--- src/framer_event_regs.vh ---
// Register indices, field positions, reset values and counts of the event block
`ifndef FRAMER_EVENT_REGS_VH
`define FRAMER_EVENT_REGS_VH

// Register indices; byte address is four times the index
`define FRAME_EVT_STATUS_IDX 8'h1C
`define FRAME_EVT_MASK_IDX 8'h1D
`define ES_STATUS_IDX 8'h1E
`define ES_MASK_IDX 8'h1F
`define HDLC_ONE_STATUS_IDX 8'h20
`define HDLC_ONE_MASK_IDX 8'h21
`define HDLC_TWO_STATUS_IDX 8'h22
`define HDLC_TWO_MASK_IDX 8'h23
`define LINK_STATUS_IDX 8'h24
`define LINK_MASK_IDX 8'h25
`define HDLC_EVENT_INFO_IDX 8'h2D
`define HDLC_ONE_INFO_IDX 8'h2E
`define HDLC_TWO_INFO_IDX 8'h2F
`define LINK_MATCH_ONE_IDX 8'h40
`define LINK_MATCH_TWO_IDX 8'h41

// Reset values
`define REG_RESET 8'h00
`define MATCH_RESET 8'h00

// Elastic store status fields
`define ES_TX_FULL_BIT 5
`define ES_TX_EMPTY_BIT 4
`define ES_TX_SLIP_BIT 3
`define ES_RX_FULL_BIT 2
`define ES_RX_EMPTY_BIT 1
`define ES_RX_SLIP_BIT 0

// HDLC status fields
`define HS_MSG_DONE_BIT 6
`define HS_PKT_END_BIT 5
`define HS_PKT_START_BIT 4
`define HS_COND_LSB 0

// Packet state codes
`define PKT_IN_PROGRESS 3'h0
`define PKT_GOOD 3'h1
`define PKT_CRC_ERROR 3'h2
`define PKT_ABORT 3'h3
`define PKT_OVERRUN 3'h4

// Data link timing counts, in link bits
`define LINK_CLEAR_BITS 5'h1E
`define LINK_ABORT_ONES 4'h8

`endif

--- src/event_latch_bank.v ---
// Bank of sticky event flags with per-bit set and clear, set winning
`timescale 1ns/1ps
`default_nettype none
module event_latch_bank #(
	parameter WIDTH = 8
) (
	input wire pclk,
	input wire presetn,
	input wire [WIDTH-1:0] set_bits,
	input wire [WIDTH-1:0] clear_bits,
	output wire [WIDTH-1:0] flags
);

	genvar i;

	// One flag per bit, each in its own register; a set in the clearing cycle keeps the flag
	generate
		for (i = 0; i < WIDTH; i = i + 1) begin : g_flag
			reg flag_r;
			always @(posedge pclk or negedge presetn) begin
				if (!presetn) begin
					flag_r <= 1'b0;
				end else if (set_bits[i]) begin
					flag_r <= 1'b1;
				end else if (clear_bits[i]) begin
					flag_r <= 1'b0;
				end
			end
			assign flags[i] = flag_r;
		end
	endgenerate

endmodule // event_latch_bank
`default_nettype wire

--- src/framer_event_status_masks.v ---
// Framer status, information and mask registers with interrupt request over APB
//
// Chosen here: the APB interface to the registers.
`timescale 1ns/1ps
`default_nettype none
`include "framer_event_regs.vh"
module framer_event_status_masks #(
	parameter ADDR_W = 12
) (
	input wire pclk,
	input wire presetn,
	input wire psel,
	input wire penable,
	input wire pwrite,
	input wire [ADDR_W-1:0] paddr,
	input wire [31:0] pwdata,
	input wire [3:0] pstrb,
	output reg [31:0] prdata,
	output reg pready,
	output reg pslverr,
	output reg irq_r,
	output reg [1:0] tx_abort_send_r,
	input wire tx_multiframe_evt,
	input wire tx_align_frame_evt,
	input wire rx_multiframe_evt,
	input wire rx_crc_multiframe_evt,
	input wire rx_align_frame_evt,
	input wire tx_es_full,
	input wire tx_es_empty,
	input wire rx_es_full,
	input wire rx_es_empty,
	input wire [1:0] tx_message_done,
	input wire [1:0] rx_packet_end,
	input wire [1:0] rx_packet_start,
	input wire [1:0] rx_fifo_above_high,
	input wire [1:0] rx_fifo_has_data,
	input wire [1:0] tx_fifo_below_low,
	input wire [1:0] tx_fifo_has_room,
	input wire [1:0] tx_fifo_empty_live,
	input wire [1:0] tx_fifo_full_live,
	input wire [1:0] rx_fifo_empty_live,
	input wire [1:0] rx_fifo_read,
	input wire [2:0] rx_packet_state_one,
	input wire [2:0] rx_packet_state_two,
	input wire [1:0] tx_fifo_ran_dry,
	input wire [1:0] rx_first_byte_next,
	input wire link_bit_valid,
	input wire link_bit_data,
	input wire link_rx_buf_full,
	input wire link_tx_buf_empty,
	input wire link_rx_byte_valid,
	input wire [7:0] link_rx_byte,
	input wire code_change_evt
);

	// Bus decode
	reg idx_known;
	reg [7:0] rd_val;
	wire [7:0] reg_idx = paddr[9:2];
	wire addr_ok = (paddr[1:0] == 2'h0) && (paddr[ADDR_W-1:10] == {(ADDR_W-10){1'b0}});
	wire setup_ph = psel && !penable;
	wire access_done = psel && penable && pready;
	wire wr_done = access_done && pwrite && !pslverr && pstrb[0];
	wire rd_done = access_done && !pwrite && !pslverr;

	// Software registers
	reg [4:0] frame_mask_r;
	reg [5:0] es_mask_r;
	reg [6:0] hdlc_one_mask_r;
	reg [6:0] hdlc_two_mask_r;
	reg [5:0] link_mask_r;
	reg [7:0] link_match_one_r;
	reg [7:0] link_match_two_r;

	// Mask and match register writes
	always @(posedge pclk or negedge presetn) begin
		if (!presetn) begin
			frame_mask_r <= 5'h00;
			es_mask_r <= 6'h00;
			hdlc_one_mask_r <= 7'h00;
			hdlc_two_mask_r <= 7'h00;
			link_mask_r <= 6'h00;
			link_match_one_r <= `MATCH_RESET;
			link_match_two_r <= `MATCH_RESET;
		end else if (wr_done) begin
			case (reg_idx)
				`FRAME_EVT_MASK_IDX: frame_mask_r <= pwdata[4:0];
				`ES_MASK_IDX: es_mask_r <= pwdata[5:0];
				`HDLC_ONE_MASK_IDX: hdlc_one_mask_r <= pwdata[6:0];
				`HDLC_TWO_MASK_IDX: hdlc_two_mask_r <= pwdata[6:0];
				`LINK_MASK_IDX: link_mask_r <= pwdata[5:0];
				`LINK_MATCH_ONE_IDX: link_match_one_r <= pwdata[7:0];
				`LINK_MATCH_TWO_IDX: link_match_two_r <= pwdata[7:0];
				default: begin
				end
			endcase
		end
	end

	// Clear strobes: only bits actually returned by the read are cleared, except that an HDLC status read clears all four rise-pending bits
	wire rd_frame = rd_done && (reg_idx == `FRAME_EVT_STATUS_IDX);
	wire rd_es = rd_done && (reg_idx == `ES_STATUS_IDX);
	wire rd_h1 = rd_done && (reg_idx == `HDLC_ONE_STATUS_IDX);
	wire rd_h2 = rd_done && (reg_idx == `HDLC_TWO_STATUS_IDX);
	wire rd_link = rd_done && (reg_idx == `LINK_STATUS_IDX);
	wire rd_info = rd_done && (reg_idx == `HDLC_EVENT_INFO_IDX);

	// Frame event flags
	wire [4:0] frame_set;
	wire [4:0] frame_flags;
	assign frame_set = {tx_multiframe_evt, tx_align_frame_evt, rx_multiframe_evt,
		rx_crc_multiframe_evt, rx_align_frame_evt};

	// Elastic store flags
	wire [5:0] es_set;
	wire [5:0] es_flags;
	assign es_set[`ES_TX_FULL_BIT] = tx_es_full;
	assign es_set[`ES_TX_EMPTY_BIT] = tx_es_empty;
	assign es_set[`ES_TX_SLIP_BIT] = tx_es_full | tx_es_empty;
	assign es_set[`ES_RX_FULL_BIT] = rx_es_full;
	assign es_set[`ES_RX_EMPTY_BIT] = rx_es_empty;
	assign es_set[`ES_RX_SLIP_BIT] = rx_es_full | rx_es_empty;

	// HDLC event flags, three per controller, clear on read
	wire [2:0] h1_set;
	wire [2:0] h2_set;
	wire [2:0] h1_evt;
	wire [2:0] h2_evt;
	assign h1_set = {tx_message_done[0], rx_packet_end[0], rx_packet_start[0]};
	assign h2_set = {tx_message_done[1], rx_packet_end[1], rx_packet_start[1]};

	wire [3:0] h1_cond = {rx_fifo_above_high[0], rx_fifo_has_data[0], tx_fifo_below_low[0],
		tx_fifo_has_room[0]};
	wire [3:0] h2_cond = {rx_fifo_above_high[1], rx_fifo_has_data[1], tx_fifo_below_low[1],
		tx_fifo_has_room[1]};

	// Previous condition levels, abort pulse and match compare, one cycle each
	reg [3:0] h1_cond_prev_r;
	reg [3:0] h2_cond_prev_r;
	reg match_evt_r;
	always @(posedge pclk or negedge presetn) begin
		if (!presetn) begin
			h1_cond_prev_r <= 4'h0;
			h2_cond_prev_r <= 4'h0;
			tx_abort_send_r <= 2'h0;
			match_evt_r <= 1'b0;
		end else begin
			h1_cond_prev_r <= h1_cond;
			h2_cond_prev_r <= h2_cond;
			tx_abort_send_r <= tx_fifo_ran_dry;
			match_evt_r <= link_rx_byte_valid &&
				((link_rx_byte == link_match_one_r) || (link_rx_byte == link_match_two_r));
		end
	end

	wire [3:0] h1_rise_pend;
	wire [3:0] h2_rise_pend;

	wire [1:0] udr_flags;

	reg [2:0] pkt_state_one_r;
	reg [2:0] pkt_state_two_r;
	always @(posedge pclk or negedge presetn) begin
		if (!presetn) begin
			pkt_state_one_r <= `PKT_IN_PROGRESS;
			pkt_state_two_r <= `PKT_IN_PROGRESS;
		end else begin
			if (rx_fifo_read[0]) begin
				pkt_state_one_r <= rx_packet_state_one;
			end
			if (rx_fifo_read[1]) begin
				pkt_state_two_r <= rx_packet_state_two;
			end
		end
	end

	// Data link bit counters: ones run and abort-free run
	reg [3:0] ones_run_r;
	reg [4:0] clear_run_r;
	reg abort_evt_r;
	reg clear_evt_r;
	wire ones_hit;
	assign ones_hit = link_bit_valid && link_bit_data && (ones_run_r == `LINK_ABORT_ONES - 4'h1);
	always @(posedge pclk or negedge presetn) begin
		if (!presetn) begin
			ones_run_r <= 4'h0;
			clear_run_r <= 5'h00;
			abort_evt_r <= 1'b0;
			clear_evt_r <= 1'b0;
		end else begin
			abort_evt_r <= 1'b0;
			clear_evt_r <= 1'b0;
			if (link_bit_valid) begin
				if (!link_bit_data) begin
					ones_run_r <= 4'h0;
				end else if (ones_hit) begin
					ones_run_r <= 4'h0;
					abort_evt_r <= 1'b1;
				end else begin
					ones_run_r <= ones_run_r + 4'h1;
				end
				if (ones_hit) begin
					clear_run_r <= 5'h00;
				end else if (clear_run_r == `LINK_CLEAR_BITS - 5'h01) begin
					clear_run_r <= 5'h00;
					clear_evt_r <= 1'b1;
				end else begin
					clear_run_r <= clear_run_r + 5'h01;
				end
			end
		end
	end

	// Data link flags
	wire [5:0] link_set;
	wire [5:0] link_flags;
	assign link_set = {clear_evt_r, abort_evt_r, link_rx_buf_full, link_tx_buf_empty,
		match_evt_r, code_change_evt};

	// All sticky flags in one bank; a read clears only the bits it returned, plus all four rise-pending bits on an HDLC status read
	wire [32:0] flag_set;
	wire [32:0] flag_clr;
	wire [32:0] flag_q;
	assign flag_set = {link_set, tx_fifo_ran_dry, h2_cond & ~h2_cond_prev_r,
		h1_cond & ~h1_cond_prev_r, h2_set, h1_set, es_set, frame_set};
	assign flag_clr = {prdata[5:0] & {6{rd_link}}, {prdata[3], prdata[1]} & {2{rd_info}},
		{4{rd_h2}}, {4{rd_h1}}, prdata[6:4] & {3{rd_h2}}, prdata[6:4] & {3{rd_h1}},
		prdata[5:0] & {6{rd_es}}, prdata[4:0] & {5{rd_frame}}};
	event_latch_bank #(.WIDTH(33)) u_flags (
		.pclk(pclk),
		.presetn(presetn),
		.set_bits(flag_set),
		.clear_bits(flag_clr),
		.flags(flag_q)
	);
	assign frame_flags = flag_q[4:0];
	assign es_flags = flag_q[10:5];
	assign h1_evt = flag_q[13:11];
	assign h2_evt = flag_q[16:14];
	assign h1_rise_pend = flag_q[20:17];
	assign h2_rise_pend = flag_q[24:21];
	assign udr_flags = flag_q[26:25];
	assign link_flags = flag_q[32:27];

	// Status register views
	wire [7:0] h1_view = {1'b0, h1_evt, h1_cond};
	wire [7:0] h2_view = {1'b0, h2_evt, h2_cond};

	// Read multiplexer
	always @* begin
		rd_val = 8'h00;
		idx_known = 1'b1;
		case (reg_idx)
			`FRAME_EVT_STATUS_IDX: rd_val = {3'h0, frame_flags};
			`FRAME_EVT_MASK_IDX: rd_val = {3'h0, frame_mask_r};
			`ES_STATUS_IDX: rd_val = {2'h0, es_flags};
			`ES_MASK_IDX: rd_val = {2'h0, es_mask_r};
			`HDLC_ONE_STATUS_IDX: rd_val = h1_view;
			`HDLC_ONE_MASK_IDX: rd_val = {1'b0, hdlc_one_mask_r};
			`HDLC_TWO_STATUS_IDX: rd_val = h2_view;
			`HDLC_TWO_MASK_IDX: rd_val = {1'b0, hdlc_two_mask_r};
			`LINK_STATUS_IDX: rd_val = {2'h0, link_flags};
			`LINK_MASK_IDX: rd_val = {2'h0, link_mask_r};
			`HDLC_EVENT_INFO_IDX: rd_val = {4'h0, udr_flags[1], rx_first_byte_next[1],
				udr_flags[0], rx_first_byte_next[0]};
			`HDLC_ONE_INFO_IDX: rd_val = {2'h0, tx_fifo_empty_live[0], tx_fifo_full_live[0],
				rx_fifo_empty_live[0], pkt_state_one_r};
			`HDLC_TWO_INFO_IDX: rd_val = {2'h0, tx_fifo_empty_live[1], tx_fifo_full_live[1],
				rx_fifo_empty_live[1], pkt_state_two_r};
			`LINK_MATCH_ONE_IDX: rd_val = link_match_one_r;
			`LINK_MATCH_TWO_IDX: rd_val = link_match_two_r;
			default: idx_known = 1'b0;
		endcase
	end

	// APB answer: one wait-free access cycle, data snapped at setup
	always @(posedge pclk or negedge presetn) begin
		if (!presetn) begin
			prdata <= 32'h00000000;
			pready <= 1'b0;
			pslverr <= 1'b0;
		end else if (setup_ph) begin
			pready <= 1'b1;
			pslverr <= !(addr_ok && idx_known);
			prdata <= (addr_ok && idx_known && !pwrite) ? {24'h000000, rd_val} : 32'h00000000;
		end else begin
			pready <= 1'b0;
			pslverr <= 1'b0;
			if (access_done) begin
				prdata <= 32'h00000000;
			end
		end
	end

	always @(posedge pclk or negedge presetn) begin
		if (!presetn) begin
			irq_r <= 1'b0;
		end else begin
			irq_r <= (|(frame_flags & frame_mask_r)) |
				(|(es_flags & es_mask_r)) |
				(|(h1_evt & hdlc_one_mask_r[6:4])) |
				(|(h1_rise_pend & hdlc_one_mask_r[3:0])) |
				(|(h2_evt & hdlc_two_mask_r[6:4])) |
				(|(h2_rise_pend & hdlc_two_mask_r[3:0])) |
				(|(link_flags & link_mask_r));
		end
	end

endmodule // framer_event_status_masks
`default_nettype wire

--- config.mk ---
export PLATFORM = sky130hd
export DESIGN_NAME = framer_event_status_masks
export DESIGN_NICKNAME = d
export VERILOG_FILES = /design/src/event_latch_bank.v /design/src/framer_event_status_masks.v
export VERILOG_INCLUDE_DIRS = /design/src /design/src/src
export SDC_FILE = /design/constraint.sdc
export NUM_CORES = 1
export LEC_CHECK = 0
export BUFFER_PORTS_ARGS = -buffer_cell sky130_fd_sc_hd__buf_2
export CAP_MARGIN = 0
export CORE_UTILIZATION = 35
export DETAILED_ROUTE_END_ITERATION = 16
export HOLD_SLACK_MARGIN = 0.08
export PLACE_DENSITY_LB_ADDON = 0.08
export SLEW_MARGIN = 20
export SYNTH_ARGS = -nofsm -noshare
export SYNTH_HDL_FRONTEND = slang
export SYNTH_SLANG_ARGS = --single-unit
--- constraint.sdc ---
create_clock -name pclk -period 2.92 [get_ports pclk]
set_clock_uncertainty 0.2 [all_clocks]
set_input_delay 0.438 -clock pclk [delete_from_list [all_inputs] [get_ports pclk]]
set_output_delay 0.438 -clock pclk [all_outputs]
set_load 0.01 [all_outputs]
# Yosys cells after proc, flatten, opt, wreduce, memory -nomap -nowiden
# Index checks and enable logic that the tools add are counted.
word_totals:
  regBits: 143
  in_bits: 108
  out_inout_bits: 37
  elab_cells: 253
op_classes:
  n_addsub: 2
  n_eq_ne: 19
  mux: 77
  bitwise: 25
  n_reduce_logical: 76
ops:
  columns: ["cell", "n"]
  rows:
  - ["8-bit one-hot mux with 15 select lines", 1]
  - ["8-bit by 6-bit == test with 1-bit output, second input constant", 9]
  - ["1-bit two-way mux", 69]
  - ["2-bit nonzero test", 34]
  - ["32-bit two-way mux", 2]
  - ["8-bit by 5-bit == test with 1-bit output, second input constant", 4]
  - ["6-bit bitwise AND", 4]
  - ["1-bit logical AND", 20]
  - ["4-bit bitwise AND", 4]
  - ["8-bit by 7-bit == test with 1-bit output, second input constant", 2]
  - ["8-bit == test", 2]
  - ["15-bit OR reduction", 1]
  - ["2-bit AND reduction", 7]
  - ["3-bit bitwise AND", 4]
  - ["6-bit OR reduction", 2]
  - ["5-bit bitwise AND", 2]
  - ["5-bit two-way mux", 2]
  - ["4-bit two-way mux", 2]
  - ["8-bit two-way mux", 1]
  - ["4-bit NOT", 2]
  - ["1-bit OR", 8]
  - ["4-bit OR reduction", 2]
  - ["3-bit OR reduction", 2]
  - ["5-bit by 1-bit adder with 5-bit output, second input constant", 1]
  - ["other kinds (8)", 12]

# Depth between registers and ports, before layout
depth:
  depth_word: 8
  mapped_depth: 7
  ltp_nobuf: 6

# Hierarchy
# From an unflattened synthesis, not the netlist that was laid out.
hier_totals:
  hier_cells: 614
  area_unflattened_um2: 6553.8
modules_own_cells:
  columns: ["mod", "instances", "cells_per_inst", "area_each_um2", "seq_area_each_um2"]
  rows:
  - ["framer_event_status_masks", 1, 482, 5108.6, 2152.1]
  - ["event_latch_bank", 1, 132, 1445.1, 825.8]

# Worst setup path after synthesis
# No wires, ideal clock.
synth_path:
  path_kind: "input-to-reg"
  start: "input paddr[6]"
  end: "register hdlc_two_mask_r[6]"
  setup_ns: 0.128
  arrival_ns: 1.794
  required_ns: 2.592
  setup_slack_ns: 0.798
  path_stages: 5
  path_buffers: 1
  path_cell_list: "or4b_4 -> nor3_2 -> buf_4 -> nand4_4 -> mux2_1"
synth_via:
  elab_chain_len: 2
synth_rtl:
  columns: ["element", "line", "text"]
  rows:
  - ["from (decl)", "framer_event_status_masks.v:15", "input wire [ADDR_W-1:0] paddr,"]
  - ["8-bit by 6-bit == test with 1-bit output", "framer_event_status_masks.v:86", "case (reg_idx)"]
  - ["2-bit AND reduction (no source line)", null, null]
  - ["to (signal assigned)", "framer_event_status_masks.v:90", "`HDLC_TWO_MASK_IDX: hdlc_two_mask_r <= pwdata[6:0];"]
  - ["to (decl)", "framer_event_status_masks.v:70", "reg [6:0] hdlc_two_mask_r;"]
# No other way between the ends.
# A chain may end at the register's enable or synchronous reset.

# Final worst setup path
layout_path:
  start: "input psel"
  end: "register link_match_two_r[6]"
layout_via:
  elab_chain_len: 6
layout_rtl:
  columns: ["element", "line", "text"]
  rows:
  - ["from (decl)", "framer_event_status_masks.v:12", "input wire psel,"]
  - ["1-bit logical AND (2 in a row)", "framer_event_status_masks.v:62", "wire access_done = psel && penable && pready;"]
  - ["1-bit logical AND (3 in a row)", "framer_event_status_masks.v:63", "wire wr_done = access_done && pwrite && !pslverr && pstrb[0];"]
  - ["2-bit AND reduction (no source line)", null, null]
  - ["to (signal assigned)", "framer_event_status_masks.v:84", "link_match_two_r <= `MATCH_RESET;"]
  - ["to (signal assigned)", "framer_event_status_masks.v:93", "`LINK_MATCH_TWO_IDX: link_match_two_r <= pwdata[7:0];"]
  - ["to (decl)", "framer_event_status_masks.v:73", "reg [7:0] link_match_two_r;"]
# No other way between the ends.

==> results.toml <==
[placement]
gp_congestion = 0.8988
pre_cts_ws_ns = 0.3093
hpwl_mm = 14.37
port_buffers = 93

[timing]
rsz0062_at_grt = "false"
slew_headroom_pct = 53.91
setup_viol = 0
fin_ws_ns = 0.3139
setup_tns_ns = 0
hold_viol_final = 0
fmax_ghz = 0.3837
worst_pin_slew_ns = 0.6913
fin_crit_sh_pct = 89.25
fin_crit_ns = 2.606
drv_slew = 0

[clock_network]
cts_resized = 0
postCtsSetupBuffers = 0
cts_tree = "done"
root_buffer = "clkbuf_16"
cts_made_buffers = 17
ctsHoldBuffers = 38
htreeDepth = 4
cts_max_path_buffers = 2
cts_sinks = 119
cts.clk_slew.worst_paths_ns = 0.05
insertion_delay_ns = 0.42

[synthesis]
synth.most_common_cell = "dfrtp_1"
synth-async-reset-ratio_pct = 100.0
ys_seq_elements = 119
synthFlopType = "dfrtp_1"
netlist.top_cell.by_area = "dfrtp_1"
syn_area_mm2 = 0.005996
synth_cell_types = 63
synth_edf_count = 0
ys_warn_count = 0
avgSynthCellArea_um2 = 11.12
ys_seq_area_share_pct = 49.67
synth_commonest_cells = "119 x dfrtp_1, 64 x nand2_1, 57 x mux2_2"
synth_top_area_share_pct = 49.67
netlist_instances = 539
synth_area_leaders = "dfrtp_1 50%, mux2_2 11%, nand2_1 4.0%"

[finish]
drive_above_1_share_pct = 29.71
nets = 800
area_delta_synth_final_pct = 28.40
nFillCells = 1585
n_antenna_cell = 0
utilization_pct = 46.26

[detailed_routing]
drt-total-wl_mm = 19.30
via_count = 4902
vias_per_cell = 5.328
dr.pass1.iters = 5
highest_layer = "met4"
wl_met1_mm = 8.871
wl_per_cell_um = 20.98
drtIter0Drc = 265
antenna_left = 0
route.met3.wl_mm = 1.090
drcViolationCount = 0
met2_length_mm = 9.026

[global_route]
antenna_found_initial = 0
grt_usage_pct = 23.17
first_global_vias = 5050
grt_max_degree = 50
grt_pass1_wl_mm = 30.04
overflow = 0

[critical_path]
worstReg2RegEnd = "link_match_two_r[6]$_DFFE_PN0P_"
worstSetupPathType = "in -> reg"
cp_cell_sequence = "dlygate4sd3_1, buf_2, and4b_1, and3_1, and2_0, nand2_1, mux2_2"
reg2regPathDepth = 5
critPathMaxFanout = 8
rrSetupSlack_ns = 0.57
crit_buf_inv = 2
arrival_ns = 2.70
cp.depth = 7
cp_slowest_cell = "dlygate4sd3_1"
cp_top_family = "simple AND/OR/NAND/NOR gates"
critPathMaxStageDelay_ns = 0.52
start_kind = "input port"
crit_required_ns = 3.02
end_kind = "flop"
timing.rr.start = "pslverr$_DFF_PN0_"

[floorplanning]
die_h_um = 132.9
start_util_pct = 36.03
die_area_mm2 = 0.01766
die_w_um = 132.9
row_count = 47
ioPinCount = 145
core_mm2 = 0.01664

[pwr]
p_comb_share_pct = 9.5
p_leak_uw = 0.003492
power_density_mw_per_mm2 = 573.4
switching_share_pct = 23.54
clkPwrFrac_pct = 50.1
switching_power_uw = 1039
intPower_uw = 3375
total_power_uw = 4414
peakVddDrop_uv = 402.7
p_seq_share_pct = 40.4

[worst_hold_path]
hp-class = "in -> reg"
worstHoldEndpoint = "hdlc_two_mask_r[6]$_DFFE_PN0P_"
hold_depth = 2
worstHoldStart = "pwdata[6]"

[run_status]
run_status = "finished clean"

[run]
cap_violations = 0
==> final cells by class <==
cell class              count  area [um^2]  area share [%]
clock inverters             8        146.4           1.902
multi-input cells         387         2790           36.24
well taps                 220        275.3           3.575
flip-flops and latches    119         2978           38.68
clock buffers              22        464.2           6.030
inverters                  17        63.81          0.8289
repair buffers            147        980.9           12.74
==> worst max path at each step <==
stage,start,to,slack (ns)
global placement,paddr[4],prdata[7]$_DFFE_PN0P_,0.35
floorplan,paddr[6],hdlc_two_mask_r[6]$_DFFE_PN0P_,0.80
detailed placement,paddr[6],prdata[7]$_DFFE_PN0P_,0.31
global route,psel,link_match_two_r[6]$_DFFE_PN0P_,0.23
CTS,psel,link_match_two_r[6]$_DFFE_PN0P_,0.36
finish,psel,link_match_two_r[6]$_DFFE_PN0P_,0.31
==> state kept, by name, summed over array words and instances, names as in the netlist, 5 cells and up <==
register and count:
es_mask_r 6, frame_mask_r 5, link_match_two_r 8, link_mask_r 6, link_match_one_r 8, prdata 8
hdlc_two_mask_r 7, clear_run_r 5, hdlc_one_mask_r 7, u_flags.g_flag.flag_r 33
==> layout by cell type, fill, tap and decap left out, types with 18 or more instances in the layout <==
cell	n
buf_2	92
conb_1	24
dfrtp_1	119
a21o_1	23
mux2_2	57
nor2_1	18
nand2_1	64
dlygate4sd3_1	38
a22oi_1	23
==> per-layer routing <==
layer	GRT usage, %	vias to the layer above
li1	-	2231
met2	36.94	184
met5	0	-
met4	6.450	0
met3	5.326	20
met1	31.47	2467
==> metrics by stage <==
stage          hold slack (ns)  cells  instance area, um^2
4_1_cts                0.09043    920                 7699
5_1_grt                0.08624    920                 7699
6_report               0.09813    920                 7699
2_1_floorplan         -0.05759    562                 6082
3_5_place_dp            0.2091    852                 6708
3_3_place_gp            0.2072    852                 6708
==> power groups by stage <==
stage / logic (uW) / registers, uW / clock network (uW)
2_1_floorplan: 224 / 1800 / 0
3_3_place_gp: 371 / 1810 / 0
4_1_cts: 423 / 1780 / 2240
6_report: 420 / 1780 / 2210
3_5_place_dp: 383 / 1810 / 0
5_1_grt: 469 / 1790 / 2320
==> logic make-up (layout without fill, tap and decap cells) <==
| logic type | count (synthesis) | after routing | synth area share (%) |
|---|---|---|---|
| flip-flops | 119 | 119 | 49.67 |
| other | 1 | 24 | 0.06254 |
| XOR/XNOR | 19 | 19 | 2.775 |
| buffers and inverters | 56 | 194 | 5.238 |
| AND/OR/NAND/NOR | 155 | 155 | 13.50 |
| multiplexers | 73 | 73 | 14.11 |
| AO/OA/AOI/OAI | 113 | 113 | 14.02 |
| adder cells (fa/ha/maj) | 3 | 3 | 0.6261 |
==> worst reg2reg max path, stage by stage (launching register included) <==
cell and delay, ns:
dfrtp_1 0.36, and4b_1 0.28, and3_1 0.35, and2_0 0.30, nand2_1 0.35, mux2_2 0.39
No activity file was read; power rests on OpenSTA's default activity.
